**src/common/sec_pkg.sv**
```systemverilog
// Constants and types for the per-hart state-enable register bank
`default_nettype none

package sec_pkg;

  // ****************************************************************
  // Configuration
  // ****************************************************************
  localparam int          NUM_REGS    = 4;
  localparam int          REG_W       = 64;
  localparam int          HALF_W      = 32;
  localparam logic        HAS_SUPER   = 1'b1;
  localparam logic        HAS_HYPER   = 1'b1;
  localparam int          GATE_BIT    = 63;

  // ****************************************************************
  // Field masks: writable bits and bits fixed at one, per register
  // ****************************************************************
  localparam logic [3:0][63:0] M_WR_MASK  = {64'h8000_0000_0000_0000, 64'h8000_0000_0000_0000,
                                             64'h8000_0000_0000_0000, 64'hC000_0000_0000_0007};
  localparam logic [3:0][63:0] M_ONE_MASK = {4{64'h0000_0000_0000_0000}};
  localparam logic [3:0][63:0] H_WR_MASK  = {64'h8000_0000_0000_0000, 64'h8000_0000_0000_0000,
                                             64'h8000_0000_0000_0000, 64'hC000_0000_0000_0007};
  localparam logic [3:0][63:0] H_ONE_MASK = {4{64'h0000_0000_0000_0000}};
  // Upper half never writable at supervisor level
  localparam logic [3:0][63:0] S_WR_MASK  = {64'h0000_0000_0000_0000, 64'h0000_0000_0000_0000,
                                             64'h0000_0000_0000_0000, 64'h0000_0000_0000_0007};
  localparam logic [3:0][63:0] S_ONE_MASK = {4{64'h0000_0000_0000_0000}};
  localparam logic [63:0]      UPPER_MASK = 64'hFFFF_FFFF_0000_0000;
  localparam logic [63:0]      RESET_VAL  = 64'h0000_0000_0000_0000;

  // ****************************************************************
  // Types
  // ****************************************************************
  typedef enum logic [2:0] {
    SEC_PRIV_U  = 3'h0,
    SEC_PRIV_S  = 3'h1,
    SEC_PRIV_M  = 3'h3,
    SEC_PRIV_VU = 3'h4,
    SEC_PRIV_VS = 3'h5
  } sec_priv_t;

  typedef enum logic [1:0] {
    SEC_LVL_M = 2'h0,
    SEC_LVL_H = 2'h1,
    SEC_LVL_S = 2'h2
  } sec_level_t;

endpackage : sec_pkg

`default_nettype wire

```
**src/verilog/sec_state_enable.sv**
```systemverilog
// State-enable register bank with access and state-gating checks
`default_nettype none

module sec_state_enable #(
  parameter bit HART_XLEN32 = 1'b0
) (
  input  wire logic        clk_sys,
  input  wire logic        srst,
  input  wire logic [2:0]  priv_mode,
  input  wire logic        csr_req,
  input  wire logic        csr_write,
  input  wire logic [1:0]  csr_level,
  input  wire logic [1:0]  csr_index,
  input  wire logic        csr_upper,
  input  wire logic [63:0] csr_wdata,
  output logic             csr_rsp_valid,
  output logic [63:0]      csr_rdata,
  output logic             csr_illegal,
  output logic             csr_virtual,
  input  wire logic        chk_req,
  input  wire logic [1:0]  chk_index,
  input  wire logic [5:0]  chk_bit,
  output logic             chk_illegal,
  output logic             chk_virtual
);

  // ****************************************************************
  // Helpers
  // ****************************************************************
  function automatic logic [63:0] sec_merge(input logic [63:0] old_v, input logic [63:0] wd,
                                            input logic [63:0] mask, input logic upper);
    logic [63:0] data;
    logic [63:0] lane;
    data = wd;
    lane = 64'hFFFF_FFFF_FFFF_FFFF;
    if (HART_XLEN32) begin
      data = upper ? {wd[31:0], 32'h0000_0000} : {32'h0000_0000, wd[31:0]};
      lane = upper ? sec_pkg::UPPER_MASK : ~sec_pkg::UPPER_MASK;
    end
    sec_merge = (old_v & ~(mask & lane)) | (data & mask & lane);
  endfunction : sec_merge

  function automatic logic [63:0] sec_view(input logic [63:0] v, input logic upper);
    sec_view = v;
    if (HART_XLEN32) begin
      sec_view = {32'h0000_0000, upper ? v[63:32] : v[31:0]};
    end
  endfunction : sec_view

  // ****************************************************************
  // Storage and effective values
  // ****************************************************************
  logic [63:0] m_reg [4];
  logic [63:0] h_reg [4];
  logic [63:0] s_reg [4];
  logic [63:0] m_eff [4];
  logic [63:0] h_eff [4];
  logic [63:0] s_hs  [4];
  logic [63:0] s_vs  [4];

  // Fixed-one bits below machine level only survive where the level above is one,
  // so a mis-set mask cannot break the cascade
  for (genvar i = 0; i < sec_pkg::NUM_REGS; i++) begin : g_eff
    assign m_eff[i] = (m_reg[i] & sec_pkg::M_WR_MASK[i]) | sec_pkg::M_ONE_MASK[i];
    assign h_eff[i] = sec_pkg::HAS_HYPER ?
                      (((h_reg[i] & sec_pkg::H_WR_MASK[i]) | sec_pkg::H_ONE_MASK[i]) & m_eff[i]) :
                      64'h0000_0000_0000_0000;
    assign s_hs[i]  = sec_pkg::HAS_SUPER ?
                      (((s_reg[i] & sec_pkg::S_WR_MASK[i]) | sec_pkg::S_ONE_MASK[i]) & m_eff[i]
                       & ~sec_pkg::UPPER_MASK) : 64'h0000_0000_0000_0000;
    assign s_vs[i]  = sec_pkg::HAS_HYPER ? (s_hs[i] & h_eff[i]) : s_hs[i];
  end

  // ****************************************************************
  // Mode decode
  // ****************************************************************
  wire is_m    = priv_mode == sec_pkg::SEC_PRIV_M;
  wire is_hs   = priv_mode == sec_pkg::SEC_PRIV_S;
  wire is_u    = priv_mode == sec_pkg::SEC_PRIV_U;
  wire is_vs   = priv_mode == sec_pkg::SEC_PRIV_VS;
  wire is_vu   = priv_mode == sec_pkg::SEC_PRIV_VU;
  wire is_virt = is_vs | is_vu;

  // ****************************************************************
  // Register access decision
  // ****************************************************************
  wire lvl_m  = csr_level == sec_pkg::SEC_LVL_M;
  wire lvl_h  = csr_level == sec_pkg::SEC_LVL_H;
  wire lvl_s  = csr_level == sec_pkg::SEC_LVL_S;
  wire m_gate = m_eff[csr_index][sec_pkg::GATE_BIT];
  wire h_gate = h_eff[csr_index][sec_pkg::GATE_BIT];
  // Upper halves exist only on a 32-bit hart, and never at supervisor level
  wire bad_half = csr_upper & (~HART_XLEN32 | lvl_s);

  // Machine mode always passes; each gate bit only limits modes below the level that owns it
  wire m_ok   = is_m;
  wire h_ok   = sec_pkg::HAS_HYPER & (is_m | (is_hs & m_gate));
  wire h_virt = sec_pkg::HAS_HYPER & is_virt & m_gate;
  wire s_ok   = sec_pkg::HAS_SUPER & (is_m | (is_hs & m_gate) |
                (is_vs & m_gate & (h_gate | ~sec_pkg::HAS_HYPER)));
  wire s_virt = sec_pkg::HAS_SUPER & ((is_vs & m_gate & sec_pkg::HAS_HYPER & ~h_gate) | is_vu);

  wire acc_ok   = ~bad_half & ((lvl_m & m_ok) | (lvl_h & h_ok) | (lvl_s & s_ok));
  wire acc_virt = ~bad_half & ~acc_ok & ((lvl_h & h_virt) | (lvl_s & s_virt));
  wire acc_wr   = csr_req & csr_write & acc_ok;

  wire [63:0] view_sel = lvl_m ? m_eff[csr_index] :
                         lvl_h ? h_eff[csr_index] :
                         is_virt ? s_vs[csr_index] : s_hs[csr_index];
  // Writable bits below machine level follow the live cascade
  wire [63:0] h_wmask  = sec_pkg::H_WR_MASK[csr_index] & m_eff[csr_index];
  wire [63:0] s_wmask  = sec_pkg::S_WR_MASK[csr_index] & m_eff[csr_index] &
                         ((is_virt & sec_pkg::HAS_HYPER) ? h_eff[csr_index] : 64'hFFFF_FFFF_FFFF_FFFF);

  // ****************************************************************
  // Register update
  // ****************************************************************
  always_ff @(posedge clk_sys) begin
    for (int i = 0; i < sec_pkg::NUM_REGS; i++) begin
      if (srst) begin
        m_reg[i] <= sec_pkg::RESET_VAL;
        h_reg[i] <= sec_pkg::RESET_VAL;
        s_reg[i] <= sec_pkg::RESET_VAL;
      end else if (acc_wr && csr_index == i[1:0]) begin
        if (lvl_m) m_reg[i] <= sec_merge(m_reg[i], csr_wdata, sec_pkg::M_WR_MASK[i], csr_upper);
        if (lvl_h) h_reg[i] <= sec_merge(h_reg[i], csr_wdata, h_wmask, csr_upper);
        if (lvl_s) s_reg[i] <= sec_merge(s_reg[i], csr_wdata, s_wmask, csr_upper);
      end
    end
  end

  always_ff @(posedge clk_sys) begin
    if (srst) begin
      csr_rsp_valid <= 1'b0;
      csr_rdata     <= 64'h0000_0000_0000_0000;
      csr_illegal   <= 1'b0;
      csr_virtual   <= 1'b0;
    end else begin
      csr_rsp_valid <= csr_req;
      csr_rdata     <= (csr_req & acc_ok) ? sec_view(view_sel, csr_upper) : 64'h0000_0000_0000_0000;
      csr_illegal   <= csr_req & ~acc_ok & ~acc_virt;
      csr_virtual   <= csr_req & acc_virt;
    end
  end

  // ****************************************************************
  // Extension state gating
  // ****************************************************************
  wire chk_m  = m_eff[chk_index][chk_bit];
  wire chk_h  = h_eff[chk_index][chk_bit] | ~sec_pkg::HAS_HYPER;
  wire chk_su = s_hs[chk_index][chk_bit];
  wire chk_sv = s_vs[chk_index][chk_bit];

  // Machine mode is never gated; user mode needs both machine and supervisor bits
  assign chk_illegal = chk_req & ~is_m & (~chk_m | (is_u & ~chk_su));
  assign chk_virtual = chk_req & chk_m & ((is_vs & ~chk_h) | (is_vu & (~chk_h | ~chk_sv)));

  logic cascade_bad;
  always_comb begin
    cascade_bad = 1'b0;
    for (int i = 0; i < sec_pkg::NUM_REGS; i++) begin
      cascade_bad = cascade_bad | (|(h_eff[i] & ~m_eff[i])) | (|(s_hs[i] & ~m_eff[i]))
                    | (|(s_vs[i] & ~h_eff[i] & {64{sec_pkg::HAS_HYPER}}));
    end
  end
endmodule : sec_state_enable

`default_nettype wire

```
**config.mk**
```make
export PLATFORM = sky130hd
export DESIGN_NAME = sec_state_enable
export DESIGN_NICKNAME = d
export VERILOG_FILES = /design/src/common/sec_pkg.sv /design/src/verilog/sec_state_enable.sv
export SDC_FILE = /design/constraint.sdc
export NUM_CORES = 1
export LEC_CHECK = 0
export ABC_AREA = 1
export BUFFER_PORTS_ARGS = -buffer_cell sky130_fd_sc_hd__buf_2
export CORE_UTILIZATION = 42
export CTS_CLUSTER_DIAMETER = 120
export DETAILED_ROUTE_END_ITERATION = 8
export PLACE_DENSITY = 0.8
export SETUP_SLACK_MARGIN = 0.1
export SKIP_LAST_GASP = 1
export SLEW_MARGIN = 0
export SYNTH_ARGS = -nofsm -noshare
export SYNTH_HDL_FRONTEND = slang
export SYNTH_SLANG_ARGS = --single-unit
```
**constraint.sdc**
```tcl
create_clock -name clk_sys -period 2.7 [get_ports clk_sys]
set_clock_uncertainty 0.2 [all_clocks]
set_input_delay 0.81 -clock clk_sys [delete_from_list [all_inputs] [get_ports clk_sys]]
set_output_delay 0.81 -clock clk_sys [all_outputs]
set_load 0.005 [all_outputs]
```
==> impl_metrics.py, run 1 <==
metrics = {
    "run_status": {
        "status": "complete, but fails checks",
        "violations": "setup timing",
    },
    "power_and_ir_drop": {
        "leakagePower_nw": 1.29,
        "pwr_density_cell_mw_per_mm2": 341,
        "irDropWorstVdd_mv": 0.383,
    },
    "timing": {
        "fin_ws_ns": -0.150,
        "fin_crit_sh_pct": 106,
        "setup_viol": 2,
        "period_needed_ns": 2.85,
        "holdWs_ns": 0.475,
        "finalHoldViolations": 0,
        "rsz0062_at_grt": "true",
        "slew_violations": 0,
        "max_freq_mhz": 351,
    },
    "floorplanning": {
        "rows": 26,
        "dieArea_mm2": 0.00561,
        "core-area_mm2": 0.00511,
        "io_pins": 154,
        "die_x_um": 74.9,
        "start_util_pct": 43.7,
        "die_h_um": 74.9,
    },
    "cts": {
        "root_buffer": "clkbuf_8",
        "cts_buffers": 3,
        "cts.htree.levels": 1,
        "cts_tree": "yes",
        "clkTransAtPathRegs_ns": 0.09,
        "clock_sinks": 27,
        "clock_path_buffers": 2,
        "cts_hold_buf": 0,
        "clock_latency_ns": 0.27,
    },
    "worst_setup_path": {
        "cpPeakStageDelay_ns": 0.14,
        "cp_max_fo": 2,
        "cp.required_ns": 1.69,
        "worstReg2RegEnd": "m_reg[0][63]$_SDFFCE_PN0P_",
        "critPathArrivalTime_ns": 1.84,
        "worstPathCellList": "buf_8 -> inv_4 -> nor2_4 -> inv_2 -> nor2_4 -> inv_2 -> o21ai_2 -> nand2_1 -> nand3_2 -> nand4_1 -> nor2_1 -> buf_2",
        "reg2regPathDepth": 12,
        "r2r_start": "m_reg[0][63]$_SDFFCE_PN0P_",
        "cp-start-kind": "input port",
        "rrSetupSlack_ns": 0.58,
        "critPathBufInv": 5,
        "end_kind": "primary output",
        "slowest_stage": "o21ai_2",
        "cp_top_family": "simple AND/OR/NAND/NOR gates",
        "crit_type": "input port to primary output",
    },
    "global_routing": {
        "antenna_found_initial": 0,
        "gr-usage-met1_pct": 25.9,
        "grt.busiest_layer": "met2",
        "grt_max_degree": 17,
        "grt_pass1_wl_um": 7730,
        "grt_pass1_vias": 1775,
        "grtUsageTotal_pct": 18.0,
        "grt_overflow": 0,
        "grtUsageMet2_pct": 28.6,
        "use_met3_pct": 2.68,
    },
    "detailed_routing": {
        "dr_total_vias": 2060,
        "drc": 0,
        "wl_per_cell_um": 10.4,
        "wl_um": 4790,
        "vias_per_cell": 4.49,
        "ant_nets": 0,
        "dr.pass1.iters": 4,
        "drtIter0Drc": 142,
    },
    "hold_path": {
        "min_from": "m_reg[0][62]$_SDFFCE_PN0P_",
        "whs_endpoint": "csr_rdata[62]$_SDFF_PP0_",
        "holdPathStages": 2,
        "hp-class": "register to register",
    },
    "cells_and_area": {
        "drive_above_1_share_pct": 23.9,
        "fillers": 507,
        "final_cells": 459,
        "layout.nets": 475,
        "area_growth_pct": 17.3,
        "layout_commonest_cell": "nand2_1",
        "post-route-util_pct": 51.3,
        "final_cell_mix": "nand2_1, conb_1, nor2_1",
        "num_antenna_cells": 0,
    },
    "synth": {
        "syn_area_per_cell_um2": 6.91,
        "syn_inst": 323,
        "synth_cell_types": 29,
        "ys_ff_latch": 27,
        "synth_area_mm2": 0.00223,
        "seq_area_frac_synth_pct": 32.7,
        "yosys_warnings": 0,
    },
    "placement": {
        "placedCellCount": 451,
        "gp_congestion": 0.883,
        "hpwl_um": 3790,
        "io_buffers": 35,
    },
    "flow_run": {
        "cap_violations": 0,
    },
}
-- routing by layer --
metal | wire length (um) | share of wire [%] | up-vias
li1 | - | - | 1058
met1 | 2370 | 49 | 913
met2 | 2070 | 43 | 85
met3 | 307 | 6.4 | 4
met4 | 42 | 0.88 | 0
met5 | 0 | 0 | -
-- cell usage after synthesis --
library cell / instances / share of area (%)
inv_2: 1 / 0.17
a21boi_0: 1 / 0.34
nor2_1: 41 / 6.9
nand4_1: 3 / 0.84
a32oi_1: 1 / 0.39
nand3_1: 14 / 3.1
nor4_1: 1 / 0.28
a31oi_1: 2 / 0.56
nor3b_1: 1 / 0.34
a21oi_2: 1 / 0.39
inv_1: 40 / 6.7
o22ai_1: 4 / 1.1
nand3_2: 3 / 1.3
nor2_2: 2 / 0.56
nor2_4: 1 / 0.50
a21oi_1: 6 / 1.3
nand3b_1: 1 / 0.34
o211ai_1: 3 / 1.0
nand2_1: 73 / 12
o21ai_0: 24 / 5.4
o31ai_1: 1 / 0.34
conb_1: 1 / 0.17
dfxtp_1: 8 / 7.2
buf_4: 59 / 20
buf_6: 1 / 0.50
nand2_2: 1 / 0.28
nor3_1: 9 / 2.0
edfxtp_1: 19 / 26
clkbuf_1: 1 / 0.17
-- metrics by stage --
stage,power (mW),cell area (um^2),setup WS (ns),TNS (ns)
after CTS,0.886,2560,-0.168,-0.285
final,0.892,2620,-0.150,-0.293
after global routing,0.951,2620,-0.303,-0.513
after global placement,0.644,2460,-0.262,-0.464
after floorplan,0.636,2460,0.0753,0
after detailed placement,0.648,2460,-0.270,-0.711
-- worst max path at each step --
stage | from | endpoint | slack, ns | cells past startpoint
after floorplan | priv_mode[2] | chk_virtual | 0.08 | 10
after global placement | chk_index[0] | chk_illegal | -0.26 | 10
after detailed placement | chk_index[0] | chk_illegal | -0.27 | 10
after CTS | chk_index[1] | chk_illegal | -0.17 | 10
after global routing | priv_mode[2] | chk_virtual | -0.30 | 12
final | priv_mode[2] | chk_virtual | -0.15 | 12
-- logic make-up (layout without fill, tap and decap cells) --
group,after synthesis,in the layout,share of synthesized area (%)
other,1,59,0.168
AO/OA/AOI/OAI,43,43,10.9
buffers and inverters,102,110,27.4
AND/OR/NAND/NOR,150,150,28.8
flip-flops,27,27,32.7
-- report_power, final --
group | internal, mW | switching [mW] | leakage (nW)
combinational | 0.0753 | 0.122 | 1.01
clock | 0.105 | 0.129 | 0.0217
sequential | 0.453 | 0.00839 | 0.261
total | 0.633 | 0.259 | 1.29
-- worst min-delay path: stages (launching register included) --
cell	delay (ns)
edfxtp_1	0.42
nand2_1	0.14
nor3_1	0.07
-- area by class of cell --
type / instances / area [um^2] / share of cell area, %
inverter: 41 / 156 / 5.97
tap: 70 / 87.6 / 3.34
multi-input combinational: 252 / 1160 / 44.4
clock buffer: 3 / 41.3 / 1.58
clock inverter: 1 / 7.51 / 0.287
sequential: 27 / 731 / 27.9
timing repair buffer: 65 / 433 / 16.5
-- what timing repair did --
item	CTS	global route
setup buffers	2	2
setup endpoints to repair	2	2
pin swaps	11	10
gates resized for setup	11	12
Note: power is estimated with default switching activity, not from simulation.
==> run 2: changes to the inputs <==
--- a/config.mk
+++ b/config.mk
@@ -12,7 +12,6 @@
 export DETAILED_ROUTE_END_ITERATION = 8
 export PLACE_DENSITY = 0.8
 export SETUP_SLACK_MARGIN = 0.1
-export SKIP_LAST_GASP = 1
 export SLEW_MARGIN = 0
 export SYNTH_ARGS = -nofsm -noshare
 export SYNTH_HDL_FRONTEND = slang
==> impl_metrics.py, run 2 (synthesis results as in run 1) <==
metrics = {
    "global_routing": {
        "grt_max_degree": 17,
        "grt_overflow": 0,
        "grt_pass1_wl_um": 7730,
        "grtUsageTotal_pct": 18.0,
        "antenna_found_initial": 0,
        "grt_pass1_vias": 1775,
    },
    "timing": {
        "fin_ws_ns": -0.151,
        "holdWs_ns": 0.479,
        "finalHoldViolations": 0,
        "period_needed_ns": 2.85,
        "rsz0062_at_grt": "true",
        "max_freq_mhz": 351,
        "setup_tns_ns": -0.292,
        "slew_violations": 0,
        "tightest_slew_ns": 0.550,
        "setup_viol": 2,
        "fin_crit_sh_pct": 106,
        "relSlewSlack_pct": 63.3,
    },
    "detailed_routing": {
        "wl_um": 4860,
        "dr_total_vias": 2086,
        "ant_nets": 0,
        "met3WireLength_um": 396,
        "drc": 0,
        "wirelength_met1_um": 2290,
        "vias_per_cell": 4.54,
        "wl_per_cell_um": 10.6,
        "dr.pass1.iters": 5,
        "highest_layer": "met4",
        "drtIter0Drc": 125,
        "wl_met2_um": 2140,
    },
    "worst_setup_path": {
        "critPathBufInv": 5,
        "crit_start": "priv_mode[2]",
        "cp.required_ns": 1.69,
        "critPathArrivalTime_ns": 1.84,
        "cp-start-kind": "input port",
        "cpPeakStageDelay_ns": 0.14,
        "cp_max_fo": 2,
        "worstPathCellList": "buf_8 -> inv_4 -> nor2_4 -> inv_2 -> nor2_4 -> inv_2 -> o21ai_2 -> nand2_1 -> nand3_2 -> nand4_1 -> nor2_1 -> buf_2",
        "slowest_stage": "o21ai_2",
        "crit_type": "input port to primary output",
        "rrSetupSlack_ns": 0.60,
        "end_kind": "primary output",
        "cp_top_family": "simple AND/OR/NAND/NOR gates",
        "r2r_start": "m_reg[0][63]$_SDFFCE_PN0P_",
    },
    "cts": {
        "root_buffer": "clkbuf_8",
        "clock_path_buffers": 2,
        "clock_sinks": 27,
        "clkTransAtPathRegs_ns": 0.10,
        "clock_latency_ns": 0.27,
        "cts.htree.levels": 1,
        "cts_tree": "yes",
        "cts_buffers": 3,
    },
    "floorplanning": {
        "io_pins": 154,
        "die_x_um": 74.9,
        "dieArea_mm2": 0.00561,
        "die_h_um": 74.9,
        "rows": 26,
        "start_util_pct": 43.7,
        "core-area_mm2": 0.00511,
    },
    "cells_and_area": {
        "num_antenna_cells": 0,
        "post-route-util_pct": 52.1,
        "fillers": 500,
        "layout.nets": 475,
        "layout_commonest_cell": "nand2_1",
        "final_cells": 459,
        "final_cell_mix": "nand2_1, conb_1, inv_1, nor2_1, buf_2",
        "multi_input_area_mm2": 0.00120,
        "drive_above_1_share_pct": 25.7,
        "seq_area_um2": 731,
        "area_growth_pct": 19.2,
    },
    "flow_run": {
        "cap_violations": 0,
    },
    "power_and_ir_drop": {
        "power_switching_mw": 0.267,
        "sequentialPowerShare_pct": 51.2,
        "leakagePower_nw": 1.30,
        "p_comb_share_pct": 22.4,
        "irDropWorstVdd_mv": 0.344,
        "p_int_mw": 0.635,
        "clock_power_share_pct": 26.4,
        "switching_share_pct": 29.5,
        "pwr_density_cell_mw_per_mm2": 339,
    },
    "placement": {
        "gp_congestion": 0.883,
        "hpwl_um": 3790,
        "io_buffers": 35,
        "placedCellCount": 451,
    },
    "run_status": {
        "status": "complete, but fails checks",
        "violations": "setup timing",
    },
    "hold_path": {
        "min_from": "m_reg[0][62]$_SDFFCE_PN0P_",
        "hp-class": "register to register",
    },
}
[run 2: metal layers]
layer / vias up / GRT usage (%)
met5: - / 0
li1: 1055 / -
met1: 925 / 25.9
met4: 0 / 4.40
met2: 102 / 28.6
met3: 4 / 2.68
[run 2: final timing paths]
path | end | cells past startpoint
worst max-delay path | chk_virtual | 12
worst min register to register | csr_rdata[62]$_SDFF_PP0_ | 2
worst max register to register | h_reg[0][63]$_SDFFCE_PN0P_ | 12
worst min-delay path | csr_rdata[62]$_SDFF_PP0_ | 2
[run 2: layout make-up]
type / instances / area share, %
well taps: 70 / 3.29
inverters: 41 / 5.88
repair buffers: 65 / 16.5
multi-input cells: 252 / 45.0
clock inverters: 1 / 0.282
flip-flops and latches: 27 / 27.5
clock buffers: 3 / 1.55
[run 2: stage by stage]
stage	area, um^2	total power [mW]	worst slack (ns)
global placement	2460	0.644	-0.262
finish	2660	0.902	-0.151
CTS	2560	0.886	-0.168
floorplan	2460	0.636	0.0753
global route	2660	0.956	-0.303
detailed placement	2460	0.648	-0.270
[run 2: timing repair]
action / CTS / global route
hold buffers: 0 / 0
pin swaps: 11 / 13
setup endpoints to repair: 2 / 2
buffers inserted: 2 / 2
resized for setup: 11 / 24
[run 2: power by group through the flow]
stage | clock [mW] | sequential, mW | combinational, mW
finish | 0.238 | 0.462 | 0.202
global route | 0.262 | 0.463 | 0.231
CTS | 0.240 | 0.461 | 0.185
detailed placement | 0 | 0.471 | 0.177
global placement | 0 | 0.470 | 0.174
floorplan | 0 | 0.468 | 0.168
[run 2: tightest hold or removal path, stage by stage (launching register included)]
cell,delay [ns]
edfxtp_1,0.43
nand2_1,0.14
nor3_1,0.07
==> run 3: changes to the inputs <==
--- a/config.mk
+++ b/config.mk
@@ -10,6 +10,7 @@
 export CORE_UTILIZATION = 42
 export CTS_CLUSTER_DIAMETER = 120
 export DETAILED_ROUTE_END_ITERATION = 8
+export MAX_ROUTING_LAYER = met4
 export PLACE_DENSITY = 0.8
 export SETUP_SLACK_MARGIN = 0.1
 export SLEW_MARGIN = 0
==> impl_metrics.py, run 3 (synthesis results as in run 1) <==
metrics = {
    "global_routing": {
        "grtUsageTotal_pct": 18.6,
        "grt_overflow": 0,
        "antenna_found_initial": 0,
        "grt_pass1_wl_um": 7730,
        "grt_max_degree": 17,
        "grt_pass1_vias": 1774,
    },
    "power_and_ir_drop": {
        "pwr_density_cell_mw_per_mm2": 338,
        "leakagePower_nw": 1.30,
        "irDropWorstVdd_mv": 0.343,
    },
    "worst_setup_path": {
        "cp_max_fo": 2,
        "crit_start": "priv_mode[2]",
        "cp-start-kind": "input port",
        "worst-path-stages": 12,
        "crit_type": "input port to primary output",
        "cpPeakStageDelay_ns": 0.14,
        "cp.required_ns": 1.69,
        "critPathArrivalTime_ns": 1.84,
        "reg2regPathDepth": 12,
        "critPathBufInv": 5,
        "end_kind": "primary output",
        "worstPathCellList": "buf_8 -> inv_4 -> nor2_4 -> inv_2 -> nor2_4 -> inv_2 -> o21ai_2 -> nand2_1 -> nand3_2 -> nand4_1 -> nor2_1 -> buf_2",
        "r2r_start": "m_reg[0][63]$_SDFFCE_PN0P_",
        "slowest_stage": "o21ai_2",
        "cp_top_family": "simple AND/OR/NAND/NOR gates",
    },
    "placement": {
        "io_buffers": 35,
        "gp_congestion": 0.898,
        "placedCellCount": 451,
        "hpwl_um": 3790,
    },
    "run_status": {
        "status": "complete, but fails checks",
        "violations": "setup timing",
    },
    "timing": {
        "finalHoldViolations": 0,
        "slew_violations": 0,
        "rsz0062_at_grt": "true",
        "relSlewSlack_pct": 63.2,
        "period_needed_ns": 2.85,
        "holdWs_ns": 0.475,
        "tightest_slew_ns": 0.551,
        "setup_viol": 2,
        "max_freq_mhz": 351,
        "fin_crit_sh_pct": 106,
        "fin_ws_ns": -0.151,
    },
    "cells_and_area": {
        "area_growth_pct": 19.2,
        "final_cell_mix": "nand2_1, conb_1, inv_1, nor2_1, buf_2",
        "layout_commonest_cell": "nand2_1",
        "drive_above_1_share_pct": 25.7,
        "final_cells": 459,
        "num_antenna_cells": 0,
        "layout.nets": 475,
        "fillers": 500,
    },
    "detailed_routing": {
        "ant_nets": 0,
        "drtIter0Drc": 121,
        "dr_total_vias": 2087,
        "vias_per_cell": 4.55,
        "wl_per_cell_um": 10.6,
        "drc": 0,
        "dr.pass1.iters": 5,
        "wl_um": 4860,
    },
    "floorplanning": {
        "rows": 26,
        "io_pins": 154,
        "die_h_um": 74.9,
        "start_util_pct": 43.7,
        "die_x_um": 74.9,
        "dieArea_mm2": 0.00561,
        "core-area_mm2": 0.00511,
    },
    "cts": {
        "cts.htree.levels": 1,
        "clock_sinks": 27,
        "cts_tree": "yes",
        "cts_buffers": 3,
        "clock_path_buffers": 2,
        "root_buffer": "clkbuf_8",
        "clock_latency_ns": 0.27,
        "clkTransAtPathRegs_ns": 0.10,
    },
    "hold_path": {
        "holdPathStages": 2,
        "hp-class": "register to register",
        "min_from": "m_reg[0][62]$_SDFFCE_PN0P_",
    },
    "flow_run": {
        "cap_violations": 0,
    },
}
==> run 3: cell counts in the layout (fill, tap and decap cells not counted) <==
Identical to the previous run, type by type.
==> run 3: per-stage QoR <==
stage / cell area [um^2] / power (mW) / setup TNS [ns] / utilization, % / setup WS (ns)
2_1_floorplan: 2460 / 0.636 / 0 / - / 0.0753
3_3_place_gp: 2460 / 0.644 / -0.464 / 48.2 / -0.262
3_5_place_dp: 2460 / 0.648 / -0.711 / 48.2 / -0.270
4_1_cts: 2560 / 0.886 / -0.285 / 50.1 / -0.168
5_1_grt: 2660 / 0.956 / -0.510 / 52.1 / -0.303
6_report: 2660 / 0.901 / -0.291 / 52.1 / -0.151
==> run 3: tightest hold or removal path, stage by stage, from the launching register on <==
cell	delay, ns
edfxtp_1	0.42
nand2_1	0.14
nor3_1	0.07
==> run 3: cell type report <==
type | count | area (um^2) | area share (%)
tap | 70 | 87.6 | 3.29
sequential | 27 | 731 | 27.5
timing repair buffer | 65 | 440 | 16.5
clock inverter | 1 | 7.51 | 0.282
clock buffer | 3 | 41.3 | 1.55
multi-input combinational | 252 | 1200 | 45.0
inverter | 41 | 156 | 5.88
==> run 3: worst paths after layout <==
check                                    end  slack, ns
hold / removal      csr_rdata[62]$_SDFF_PP0_       0.48
setup / recovery                 chk_virtual      -0.15
hold reg to reg     csr_rdata[62]$_SDFF_PP0_       0.48
setup reg to reg  h_reg[0][63]$_SDFFCE_PN0P_       0.60
==> run 3: power breakdown <==
part / internal [mW] / leakage (nW) / switching, mW
Sequential: 0.453 / 0.261 / 0.00832
Clock: 0.105 / 0.0217 / 0.132
Combinational: 0.0774 / 1.01 / 0.125
Total: 0.635 / 1.30 / 0.265
==> run 3: metal layers <==
layer | share of wire (%) | track usage [%] | vias to the layer above
met5 | 0 | - | -
met4 | 0.89 | 4.40 | 0
met3 | 7.9 | 2.68 | 4
met2 | 44 | 28.6 | 98
met1 | 47 | 25.9 | 930
li1 | - | - | 1055
==> run 3: repair_timing <==
item,CTS,global route
gates resized for setup,11,24
gates cloned,0,0
hold buffers,0,0
pin swaps,11,13
setup buffers,2,2
endpoints found under the setup margin,2,2
